### config.mk
export PLATFORM = sky130hd
export DESIGN_NAME = user_nvm_byte_read_port
export DESIGN_NICKNAME = d
export VERILOG_FILES = /design/src/verilog/user_nvm_pkg.sv /design/src/verilog/nvm_bank_array.sv /design/src/verilog/user_nvm_byte_read_port.sv
export VERILOG_INCLUDE_DIRS = /design/src /design/src/verilog
export SDC_FILE = /design/constraint.sdc
export NUM_CORES = 2
export LEC_CHECK = 0
export BUFFER_PORTS_ARGS = -buffer_cell sky130_fd_sc_hd__buf_2
export CORE_MARGIN = 4
export CORE_UTILIZATION = 40
export DETAILED_ROUTE_END_ITERATION = 10
export PLACE_DENSITY = 0.61
export SLEW_MARGIN = 20
export SYNTH_ARGS = -nofsm -noshare
export SYNTH_HDL_FRONTEND = slang
export SYNTH_SLANG_ARGS = --single-unit
### constraint.sdc
create_clock -name ref_clk_in -period 2.8 [get_ports ref_clk_in]
set_input_delay 0.14 -clock ref_clk_in [delete_from_list [all_inputs] [get_ports ref_clk_in]]
set_output_delay 0.14 -clock ref_clk_in [all_outputs]
set_load 0.01 [all_outputs]
### src/verilog/user_nvm_map.svh
// constants for the user nonvolatile byte store and its ports
`ifndef USER_NVM_MAP_SVH
`define USER_NVM_MAP_SVH

`define NVM_ADDR_W        7
`define NVM_BANK_W        3
`define NVM_BYTE_W        4
`define NVM_DATA_W        8
`define NVM_BANKS         8
`define NVM_BANK_BITS     128
`define NVM_BYTES_PER_BANK 16
`define NVM_TOTAL_BITS    1024
`define NVM_BANK_MSB      6
`define NVM_BANK_LSB      4
`define NVM_BYTE_MSB      3
`define NVM_BYTE_LSB      0
`define NVM_ERASED_BYTE   8'hff
`define NVM_RD_DATA_RST   8'h00
`define NVM_PROG_DATA_RST 8'h00
`define NVM_KEY_SEED      8'h5a
`define NVM_IO_W          8

`endif

### src/verilog/user_nvm_pkg.sv
// types and address decoding for the user nonvolatile byte store
`default_nettype none
`include "user_nvm_map.svh"

package user_nvm_pkg;

	typedef logic [`NVM_ADDR_W-1:0] nvm_addr_type;
	typedef logic [`NVM_BANK_W-1:0] nvm_bank_type;
	typedef logic [`NVM_BYTE_W-1:0] nvm_index_type;
	typedef logic [`NVM_DATA_W-1:0] nvm_byte_type;

	// gray along idle -> open -> closing; closing -> idle flips both bits
	typedef enum logic [1:0] {
		session_idle    = 2'h0,
		session_open    = 2'h1,
		session_closing = 2'h3
	} session_type;

	function automatic nvm_bank_type bank_of(input nvm_addr_type addr);
		bank_of = addr[`NVM_BANK_MSB:`NVM_BANK_LSB];
	endfunction : bank_of

	function automatic nvm_index_type index_of(input nvm_addr_type addr);
		index_of = addr[`NVM_BYTE_MSB:`NVM_BYTE_LSB];
	endfunction : index_of

endpackage : user_nvm_pkg

`default_nettype wire
### src/verilog/nvm_bank_array.sv
// banked byte storage with one program port and two read ports
`default_nettype none
`include "user_nvm_map.svh"

module nvm_bank_array #(
	parameter int BANKS          = `NVM_BANKS,
	parameter int BYTES_PER_BANK = `NVM_BYTES_PER_BANK
) (
	input  wire logic                     clk_in,
	input  wire logic                     wr_en_in,
	input  wire logic [`NVM_ADDR_W-1:0]   wr_addr_in,
	input  wire logic [`NVM_DATA_W-1:0]   wr_data_in,
	input  wire logic                     erase_en_in,
	input  wire logic [`NVM_BANK_W-1:0]   erase_bank_in,
	input  wire logic [`NVM_ADDR_W-1:0]   rd_a_addr_in,
	output logic      [`NVM_DATA_W-1:0]   rd_a_data_out,
	input  wire logic [`NVM_ADDR_W-1:0]   rd_b_addr_in,
	output logic      [`NVM_DATA_W-1:0]   rd_b_data_out
);

	localparam int DEPTH = BANKS * BYTES_PER_BANK;

	// contents carry no reset: they survive it
	logic [`NVM_DATA_W-1:0] mem [0:DEPTH-1];
	wire  [DEPTH-1:0]       erase_hit;
	wire  [DEPTH-1:0]       write_hit;

	genvar g;
	generate
		for (g = 0; g < DEPTH; g++) begin : g_cell
			localparam int CELL = g;
			assign erase_hit[g] = erase_en_in &&
				(erase_bank_in == user_nvm_pkg::bank_of(CELL[`NVM_ADDR_W-1:0]));
			assign write_hit[g] = wr_en_in && (wr_addr_in == CELL[`NVM_ADDR_W-1:0]);
		end
	endgenerate

	// erase of a bank wins over a write into it
	always_ff @(posedge clk_in) begin
		for (int i = 0; i < DEPTH; i++) begin
			if (erase_hit[i]) begin
				mem[i] <= `NVM_ERASED_BYTE;
			end else if (write_hit[i]) begin
				mem[i] <= wr_data_in;
			end
		end
	end

	assign rd_a_data_out = mem[rd_a_addr_in];
	assign rd_b_data_out = mem[rd_b_addr_in];

endmodule : nvm_bank_array

`default_nettype wire

### src/verilog/user_nvm_byte_read_port.sv
// user nonvolatile byte store: fabric read port, programming port, pin control
// Overview of operation
// - one kilobit store, eight banks of 128 bits; bank is the erase unit
// - fabric reads one byte per access on a synchronous clocked port
// - upper three address bits pick bank, lower four pick byte
// - erase and write only from the programming port, never the fabric
// - contents readable from both programming port and fabric address
// - store programmable alone, optional on-chip decryption of incoming bytes
// - during programming every user pin floats with weak pull-up
`default_nettype none
`include "user_nvm_map.svh"

module user_nvm_byte_read_port #(
	parameter int                     IO_W     = `NVM_IO_W,
	parameter logic [`NVM_DATA_W-1:0] KEY_SEED = `NVM_KEY_SEED
) (
	input  wire logic                   ref_clk_in,
	input  wire logic                   rst_n_in,
	// fabric read port
	input  wire logic                   rd_en_in,
	input  wire logic [`NVM_ADDR_W-1:0] rd_addr_in,
	output logic      [`NVM_DATA_W-1:0] rd_data_out,
	output logic      [`NVM_BANK_W-1:0] rd_bank_out,
	// fabric attempts to alter the store
	input  wire logic                   fab_wr_in,
	input  wire logic                   fab_erase_in,
	output logic                        fab_refused_out,
	// programming port
	input  wire logic                   prog_mode_in,
	input  wire logic                   prog_decrypt_in,
	input  wire logic                   prog_wr_in,
	input  wire logic                   prog_erase_in,
	input  wire logic                   prog_rd_in,
	input  wire logic [`NVM_ADDR_W-1:0] prog_addr_in,
	input  wire logic [`NVM_DATA_W-1:0] prog_wdata_in,
	output logic      [`NVM_DATA_W-1:0] prog_rdata_out,
	output logic                        prog_rvalid_out,
	output logic                        prog_busy_out,
	// user pins
	input  wire logic [IO_W-1:0]        user_out_in,
	input  wire logic [IO_W-1:0]        user_oe_in,
	output logic      [IO_W-1:0]        io_out_out,
	output logic      [IO_W-1:0]        io_oe_n_out,
	output logic      [IO_W-1:0]        io_pullup_out
);

	user_nvm_pkg::session_type state;
	user_nvm_pkg::session_type next_state;

	logic [`NVM_DATA_W-1:0] key_stream;
	logic [`NVM_DATA_W-1:0] next_key_stream;
	logic                   next_busy;

	// decode
	wire session_active = (state == user_nvm_pkg::session_open);
	wire store_write    = session_active && prog_wr_in && !prog_erase_in;
	wire store_erase    = session_active && prog_erase_in;
	wire prog_read      = session_active && prog_rd_in;
	wire fab_attempt    = fab_wr_in || fab_erase_in;
	wire pins_held      = prog_mode_in || (state != user_nvm_pkg::session_idle);

	wire [`NVM_BANK_W-1:0] erase_bank = user_nvm_pkg::bank_of(prog_addr_in);
	wire [`NVM_BANK_W-1:0] read_bank  = user_nvm_pkg::bank_of(rd_addr_in);

	wire key_feedback = key_stream[7] ^ key_stream[5] ^ key_stream[4] ^ key_stream[3];
	wire [`NVM_DATA_W-1:0] key_advanced = {key_stream[6:0], key_feedback};

	// optional decryption of incoming bytes
	wire [`NVM_DATA_W-1:0] store_data = prog_decrypt_in ?
		(prog_wdata_in ^ key_stream) : prog_wdata_in;

	wire [`NVM_DATA_W-1:0] fabric_byte;
	wire [`NVM_DATA_W-1:0] prog_byte;

	nvm_bank_array #(
		.BANKS          (`NVM_BANKS),
		.BYTES_PER_BANK (`NVM_BYTES_PER_BANK)
	) u_store (
		.clk_in        (ref_clk_in),
		.wr_en_in      (store_write),
		.wr_addr_in    (prog_addr_in),
		.wr_data_in    (store_data),
		.erase_en_in   (store_erase),
		.erase_bank_in (erase_bank),
		.rd_a_addr_in  (rd_addr_in),
		.rd_a_data_out (fabric_byte),
		.rd_b_addr_in  (prog_addr_in),
		.rd_b_data_out (prog_byte)
	);

	// programming session sequencing
	always_comb begin
		next_state = state;
		case (state)
			user_nvm_pkg::session_idle: begin
				if (prog_mode_in) begin
					next_state = user_nvm_pkg::session_open;
				end
			end
			user_nvm_pkg::session_open: begin
				if (!prog_mode_in) begin
					next_state = user_nvm_pkg::session_closing;
				end
			end
			user_nvm_pkg::session_closing: begin
				next_state = user_nvm_pkg::session_idle;
			end
			default: begin
				next_state = user_nvm_pkg::session_idle;
			end
		endcase
	end

	// keystream restarts per session, steps per decrypted byte
	always_comb begin
		next_key_stream = key_stream;
		if (state == user_nvm_pkg::session_idle) begin
			next_key_stream = KEY_SEED;
		end else if (store_write && prog_decrypt_in) begin
			next_key_stream = key_advanced;
		end
	end

	assign next_busy = (next_state != user_nvm_pkg::session_idle);

	always_ff @(posedge ref_clk_in or negedge rst_n_in) begin
		if (!rst_n_in) begin
			state <= user_nvm_pkg::session_idle;
		end else begin
			state <= next_state;
		end
	end

	always_ff @(posedge ref_clk_in or negedge rst_n_in) begin
		if (!rst_n_in) begin
			key_stream <= KEY_SEED;
		end else begin
			key_stream <= next_key_stream;
		end
	end

	// fabric read port
	always_ff @(posedge ref_clk_in or negedge rst_n_in) begin
		if (!rst_n_in) begin
			rd_data_out <= `NVM_RD_DATA_RST;
		end else if (rd_en_in) begin
			rd_data_out <= fabric_byte;
		end
	end

	always_ff @(posedge ref_clk_in or negedge rst_n_in) begin
		if (!rst_n_in) begin
			rd_bank_out <= '0;
		end else if (rd_en_in) begin
			rd_bank_out <= read_bank;
		end
	end

	// fabric has no alter path; attempts only flagged
	always_ff @(posedge ref_clk_in or negedge rst_n_in) begin
		if (!rst_n_in) begin
			fab_refused_out <= 1'b0;
		end else begin
			fab_refused_out <= fab_attempt;
		end
	end

	// programming port readback
	always_ff @(posedge ref_clk_in or negedge rst_n_in) begin
		if (!rst_n_in) begin
			prog_rvalid_out <= 1'b0;
		end else begin
			prog_rvalid_out <= prog_read;
		end
	end

	always_ff @(posedge ref_clk_in or negedge rst_n_in) begin
		if (!rst_n_in) begin
			prog_rdata_out <= `NVM_PROG_DATA_RST;
		end else if (prog_read) begin
			prog_rdata_out <= prog_byte;
		end
	end

	always_ff @(posedge ref_clk_in or negedge rst_n_in) begin
		if (!rst_n_in) begin
			prog_busy_out <= 1'b0;
		end else begin
			prog_busy_out <= next_busy;
		end
	end

	// user pins float with pull-up while programming
	wire [IO_W-1:0] next_io_out    = pins_held ? '0 : user_out_in;
	wire [IO_W-1:0] next_io_oe_n   = pins_held ? '1 : ~user_oe_in;
	wire [IO_W-1:0] next_io_pullup = pins_held ? '1 : '0;

	always_ff @(posedge ref_clk_in or negedge rst_n_in) begin
		if (!rst_n_in) begin
			io_out_out <= '0;
		end else begin
			io_out_out <= next_io_out;
		end
	end

	always_ff @(posedge ref_clk_in or negedge rst_n_in) begin
		if (!rst_n_in) begin
			io_oe_n_out <= '1;
		end else begin
			io_oe_n_out <= next_io_oe_n;
		end
	end

	always_ff @(posedge ref_clk_in or negedge rst_n_in) begin
		if (!rst_n_in) begin
			io_pullup_out <= '0;
		end else begin
			io_pullup_out <= next_io_pullup;
		end
	end

endmodule : user_nvm_byte_read_port

`default_nettype wire

---- Yosys cells after proc, flatten, opt, wreduce, memory -nomap -nowiden ----
Memories as Yosys holds them, arrays and structs flattened. A register that Yosys moved wholly into a read port is not among the register bits.
Cells that the tools add are included.
cells by class
  eq/ne operators ......................... 135
  mux-type cells .......................... 873
  bitwise logic cells ..................... 133
  reductions and logical operators ........ 264
operator list
  kind                count
  $mux 8              246
  $reduce_or 8->1     112
  $mux 7              112
  $mux 1              512
  $eq 7x7->1 const B  64
  $eq 7x6->1 const B  32
  $logic_and 1x1->1   141
  $or 1x1->1          128
  $eq 7x5->1 const B  16
  $eq 7x4->1 const B  8
  $eq 7x3->1 const B  4
  $eq 7x2->1 const B  2
  $eq 3x3->1 const B  4
  $not 8->8           1
  $xor 8x8->8         1
  $eq 7x1->1 const B  1
  $logic_not 7->1     1
  $eq 3x2->1 const B  2
  $reduce_bool 2->1   3
  $mux 2              2
  $pmux 2 s2          1
  $eq 3x1->1 const B  1
  $logic_not 1->1     3
  $logic_not 3->1     1
  other kinds (4)     7
storage, ports and cells
  bits in registers ....................... 40
  bits in writable memories ............... 1024
  memories kept ........................... 1
memories
  memory       depth  bits a word  rd ports  clocked after Yosys merged registers in  wr ports  line                  text
  u_store.mem  128    8            2         2                                        16        nvm_bank_array.sv:24  logic [`NVM_DATA_W-1:0] mem [0:DEPTH-1];

---- Longest topological paths before layout ----
  depth after elaboration ................. 16
  depth in mapped cells ................... 11

---- Cells and area by module ----
Synthesis repeated with hierarchy kept, for this count alone.
unflattened totals
  cell total of the unflattened synthesis .. 3574
  area, all modules ....................... 57425.1 µm²
by module, submodules not included
  module                   instances  cells an instance  area each (µm²)
  nvm_bank_array           1          3428               55443.2
  user_nvm_byte_read_port  1          146                1981.9

---- Worst setup path after synthesis ----
Ideal clock, no wire load.
  path kind ............................... input port to flip-flop
  from .................................... input port prog_addr_in[0]
  to ...................................... memory u_store.mem[109][0] in the netlist's numbering, enable pin
  setup time .............................. 0.384 ns
  arrival ................................. 2.303 ns
  slack ................................... 0.113 ns
  stages on the path ...................... 9
  path buffers ............................ 6
  cells stage by stage .................... buf_4 > buf_4 > buf_6 > buf_4 > buf_4 > and2_1 > nand2_1 > buf_2 > o21ai_0
RTL lines
  item                line                           text
  start: declaration  user_nvm_byte_read_port.sv:34  input wire logic [`NVM_ADDR_W-1:0] prog_addr_in,
  end: declaration    nvm_bank_array.sv:24

==> results by group <==
Logic synthesis
  – Async SR Flop Fraction: 4.567%
  – Flops & latches, synth: 1073
  – Syn. warnings: 0
  – Avg Cell Area, Syn: 14.12 um^2
  – Post-synth EDFFs: 1024
  – Post-Syn Nets: 3914
  – Register area share after synthesis: 58.60%
  – Prevailing post-synth register cell: edfxtp_1
  – Netlist cell types: 57
  – Cells after Synth: 3866
  – Post-synthesis cell area: 54590 um^2

Pwr
  – Internal power: 28.65 mW
  – Clock share of power: 39.3%
  – Worst vdd ir: 550.9 uV
  – Seq pwr share: 46.8%
  – Net Switching: 10.37 mW
  – Power per Cell Area: 597.4 nW/um^2
  – Pwr Total: 39.02 mW
  – P_leak: 20.97 nW
  – Gate power share: 14.0%
  – Switching part of the total: 26.58%

Cells and area
  – Layout cells sized above 1: 31.99%
  – Util after Layout: 48.21%
  – Nets: 4386
  – Commonest non-fill, non-tap cell in the layout: nand2_1
  – Fill count: 11.69k
  – Most frequent cells in the layout: nand2_1 (1131), edfxtp_1 (1024), mux4_2 (529)
  – Area Overhead vs Synth: 19.64%

Floorplanning
  – Starting density of the core: 40.30%
  – Die span in x: 377.4 um
  – Core Footprint: 135500 um^2
  – Die height: 377.4 um
  – Num rows: 135
  – IO Pins: 94
  – Die area: 142500 um^2

Worst hold path
  – Hold Path Depth: 4
  – Hold Crit Class: input pin to register

Flow run
  – # Max-Cap Violations: 0

Critical path
  – Worst Reg-to-Reg Cells: 8
  – R2R Setup Slk: 0.10 ns
  – Critical Path End: u_store.mem[65][2]$_SDFFCE_PN1P_
  – Worst setup path start: state[1]$_DFF_PN0_
  – Worst EP arrival: 3.11 ns
  – Worst Setup Start Kind: register
  – CP required: 3.22 ns
  – Crit path kind: register to register
  – Worst reg2reg path startpoint: state[1]$_DFF_PN0_
  – Crit Path Max Fanout: 8
  – Reg-to-reg endpoint: u_store.mem[65][2]$_SDFFCE_PN1P_
  – CP Capture Type: register

Routing
  – Metal-1 WL: 71290 um
  – DRT antenna net count: 0
  – Drt via density: 6.277
  – Initial drt markers: 6179
  – Routed length on met3: 25760 um
  – Routed wl met2: 87660 um
  – Highest routed layer: met5
  – Drc violations: 0
  – Routed vias: 39.01k
  – Routed wire length: 194900 um
  – Mean routed wirelength per cell: 31.36 um
  – TritonRoute pass-1 iters: 5

Place
  – Global placement routability congestion: 0.9930
  – Hpwl dp: 141800 um
  – PortBufs: 93

Clocking
  – TritonCTS Buffers: 111
  – CTS root buf: clkbuf_16
  – Postcts setup bufs: 0
  – Deepest level of the CTS H-tree: 3
  – CTS sink count: 1073
  – Worst-path clk slew: 0.06 ns
  – CTS tree: built
  – Clock Latency Late Sink: 0.75 ns
  – Bufs on Longest Clock Path: 3

Global route
  – Grt ovf: 0
  – GRT Util Overall: 27.36%
  – Vias in the first global route: 37.98k
  – Largest net degree at the start of global routing: 70
  – Initial antenna violation count: 5
  – Global-route wire length before repair: 278700 um

STA
  – Rel. slew slack: 36.00%
  – Min cycle time layout: 2.695 ns
  – Fmax: 371.0 MHz
  – WHS: 0.02697 ns
  – Crit share post-route: 96.26%
  – Final TNS setup: 0 ns
  – Worst-Margin Slew: 0.9565 ns
  – Clock Skew: 0.03510 ns
  – Fin. Hold Viols: 0
  – Setup-failing EPs final: 0
  – Final Slew Violations: 0

Outcome
  – Status: complete, no violations
-- per-layer routing --
| metal | up-vias | global-route usage [%] |
|---|---|---|
| li1 | 15790 | - |
| met1 | 19960 | 37.01 |
| met4 | 2 | 12.49 |
| met3 | 445 | 7.790 |
| met5 | - | 0 |
| met2 | 2807 | 41.18 |
-- through the flow --
stage	cells	instance area [um^2]	setup WS (ns)
6_report	6214	65310	0.1047
5_1_grt	6211	65310	-0.009405
4_1_cts	6211	65280	0.07963
3_5_place_dp	5964	61160	-0.4954
3_3_place_gp	5964	61160	-0.5139
2_1_floorplan	3866	54590	0.1129
-- sequential cells by signal (all words and copies together), names as in the netlist --
register         flops
io_pullup_out        1
rd_data_out          8
key_stream           8
io_out_out           8
u_store.mem       1024
prog_rdata_out       8
prog_rvalid_out      1
io_oe_n_out          8
prog_busy_out        1
fab_refused_out      1
rd_bank_out          3
state                2
-- critical path, cell delays in order, from the launching register on --
cell and delay, ns:
dfrtp_1 0.41, nor4bb_1 0.34, buf_4 0.21, nor2b_1 0.21, and2_1 0.23, nand2_1 0.20, buf_4 0.23, o21ai_0 0.29
buf_4 0.26
-- cells by family after synthesis --
| family | after synthesis | synth area share, % |
|---|---|---|
| AO/OA/AOI/OAI | 384 | 4.492 |
| AND/OR/NAND/NOR | 1418 | 10.26 |
| multiplexers | 614 | 23.41 |
| buffers and inverters | 366 | 3.062 |
| XOR/XNOR | 11 | 0.1765 |
| flip-flops | 1073 | 58.60 |
-- layout make-up --
type	count	area, um^2	area share [%]
Antenna cell	3	7.507	0.01149
Clock buffer	126	2898	4.437
Clock inverter	79	798.3	1.222
Inverter	11	41.29	0.06322
Multi-Input combinational cell	2427	21130	32.36
Sequential cell	1073	31990	48.98
Tap cell	1781	2228	3.412
Timing Repair Buffer	714	6216	9.517
-- power groups by stage --
stage | sequential, mW | combinational (mW) | clock (mW)
after CTS | 18.2 | 5.40 | 15.4
after detailed placement | 18.5 | 5.32 | 0
after floorplan | 18.4 | 2.79 | 0
final | 18.2 | 5.45 | 15.3
after global routing | 18.3 | 5.65 | 16.1
after global placement | 18.5 | 5.29 | 0
-- how the worst min path moves through the flow --
stage / from / end
CTS: prog_addr_in[2] / prog_rdata_out[2]$_DFFE_PN0P_
detailed placement: user_oe_in[5] / io_oe_n_out[5]$_DFF_PN1_
global route: prog_wdata_in[6] / u_store.mem[115][6]$_SDFFCE_PN1P_
global placement: user_oe_in[0] / io_oe_n_out[0]$_DFF_PN1_
floorplan: rst_n_in / fab_refused_out$_DFF_PN0_
finish: prog_wdata_in[6] / u_store.mem[115][6]$_SDFFCE_PN1P_
-- synth_stat cells, drive strengths merged, types with 8 or more instances --
master  count  area, um^2
nand2    1132        4249
edfxtp   1024       30750
mux4      529       11910
clkbuf    219       822.0
nor2      166       623.1
buf       136       808.3
o21ai     135       675.7
a22oi     104       780.8
mux2i      75       750.7
a21oi      57       285.3
dfrtp      37       925.9
nand3      35       175.2
and2       18       112.6
nor2b      14       87.58
o22ai      14       87.58
dfstp      12       315.3
nor4       12       75.07
a221oi     11       96.34
mux2       10       112.6
inv         9       33.78
a211oi      8       60.06
a32oi       8       70.07
xor2        8       70.07
-- repair_timing --
action,in CTS,in global routing
hold buffers,42,0
endpoints found under the hold margin,89,0
endpoints found under the setup margin,1,63
resized for setup,1,11
(Power assumes the default switching activity.)
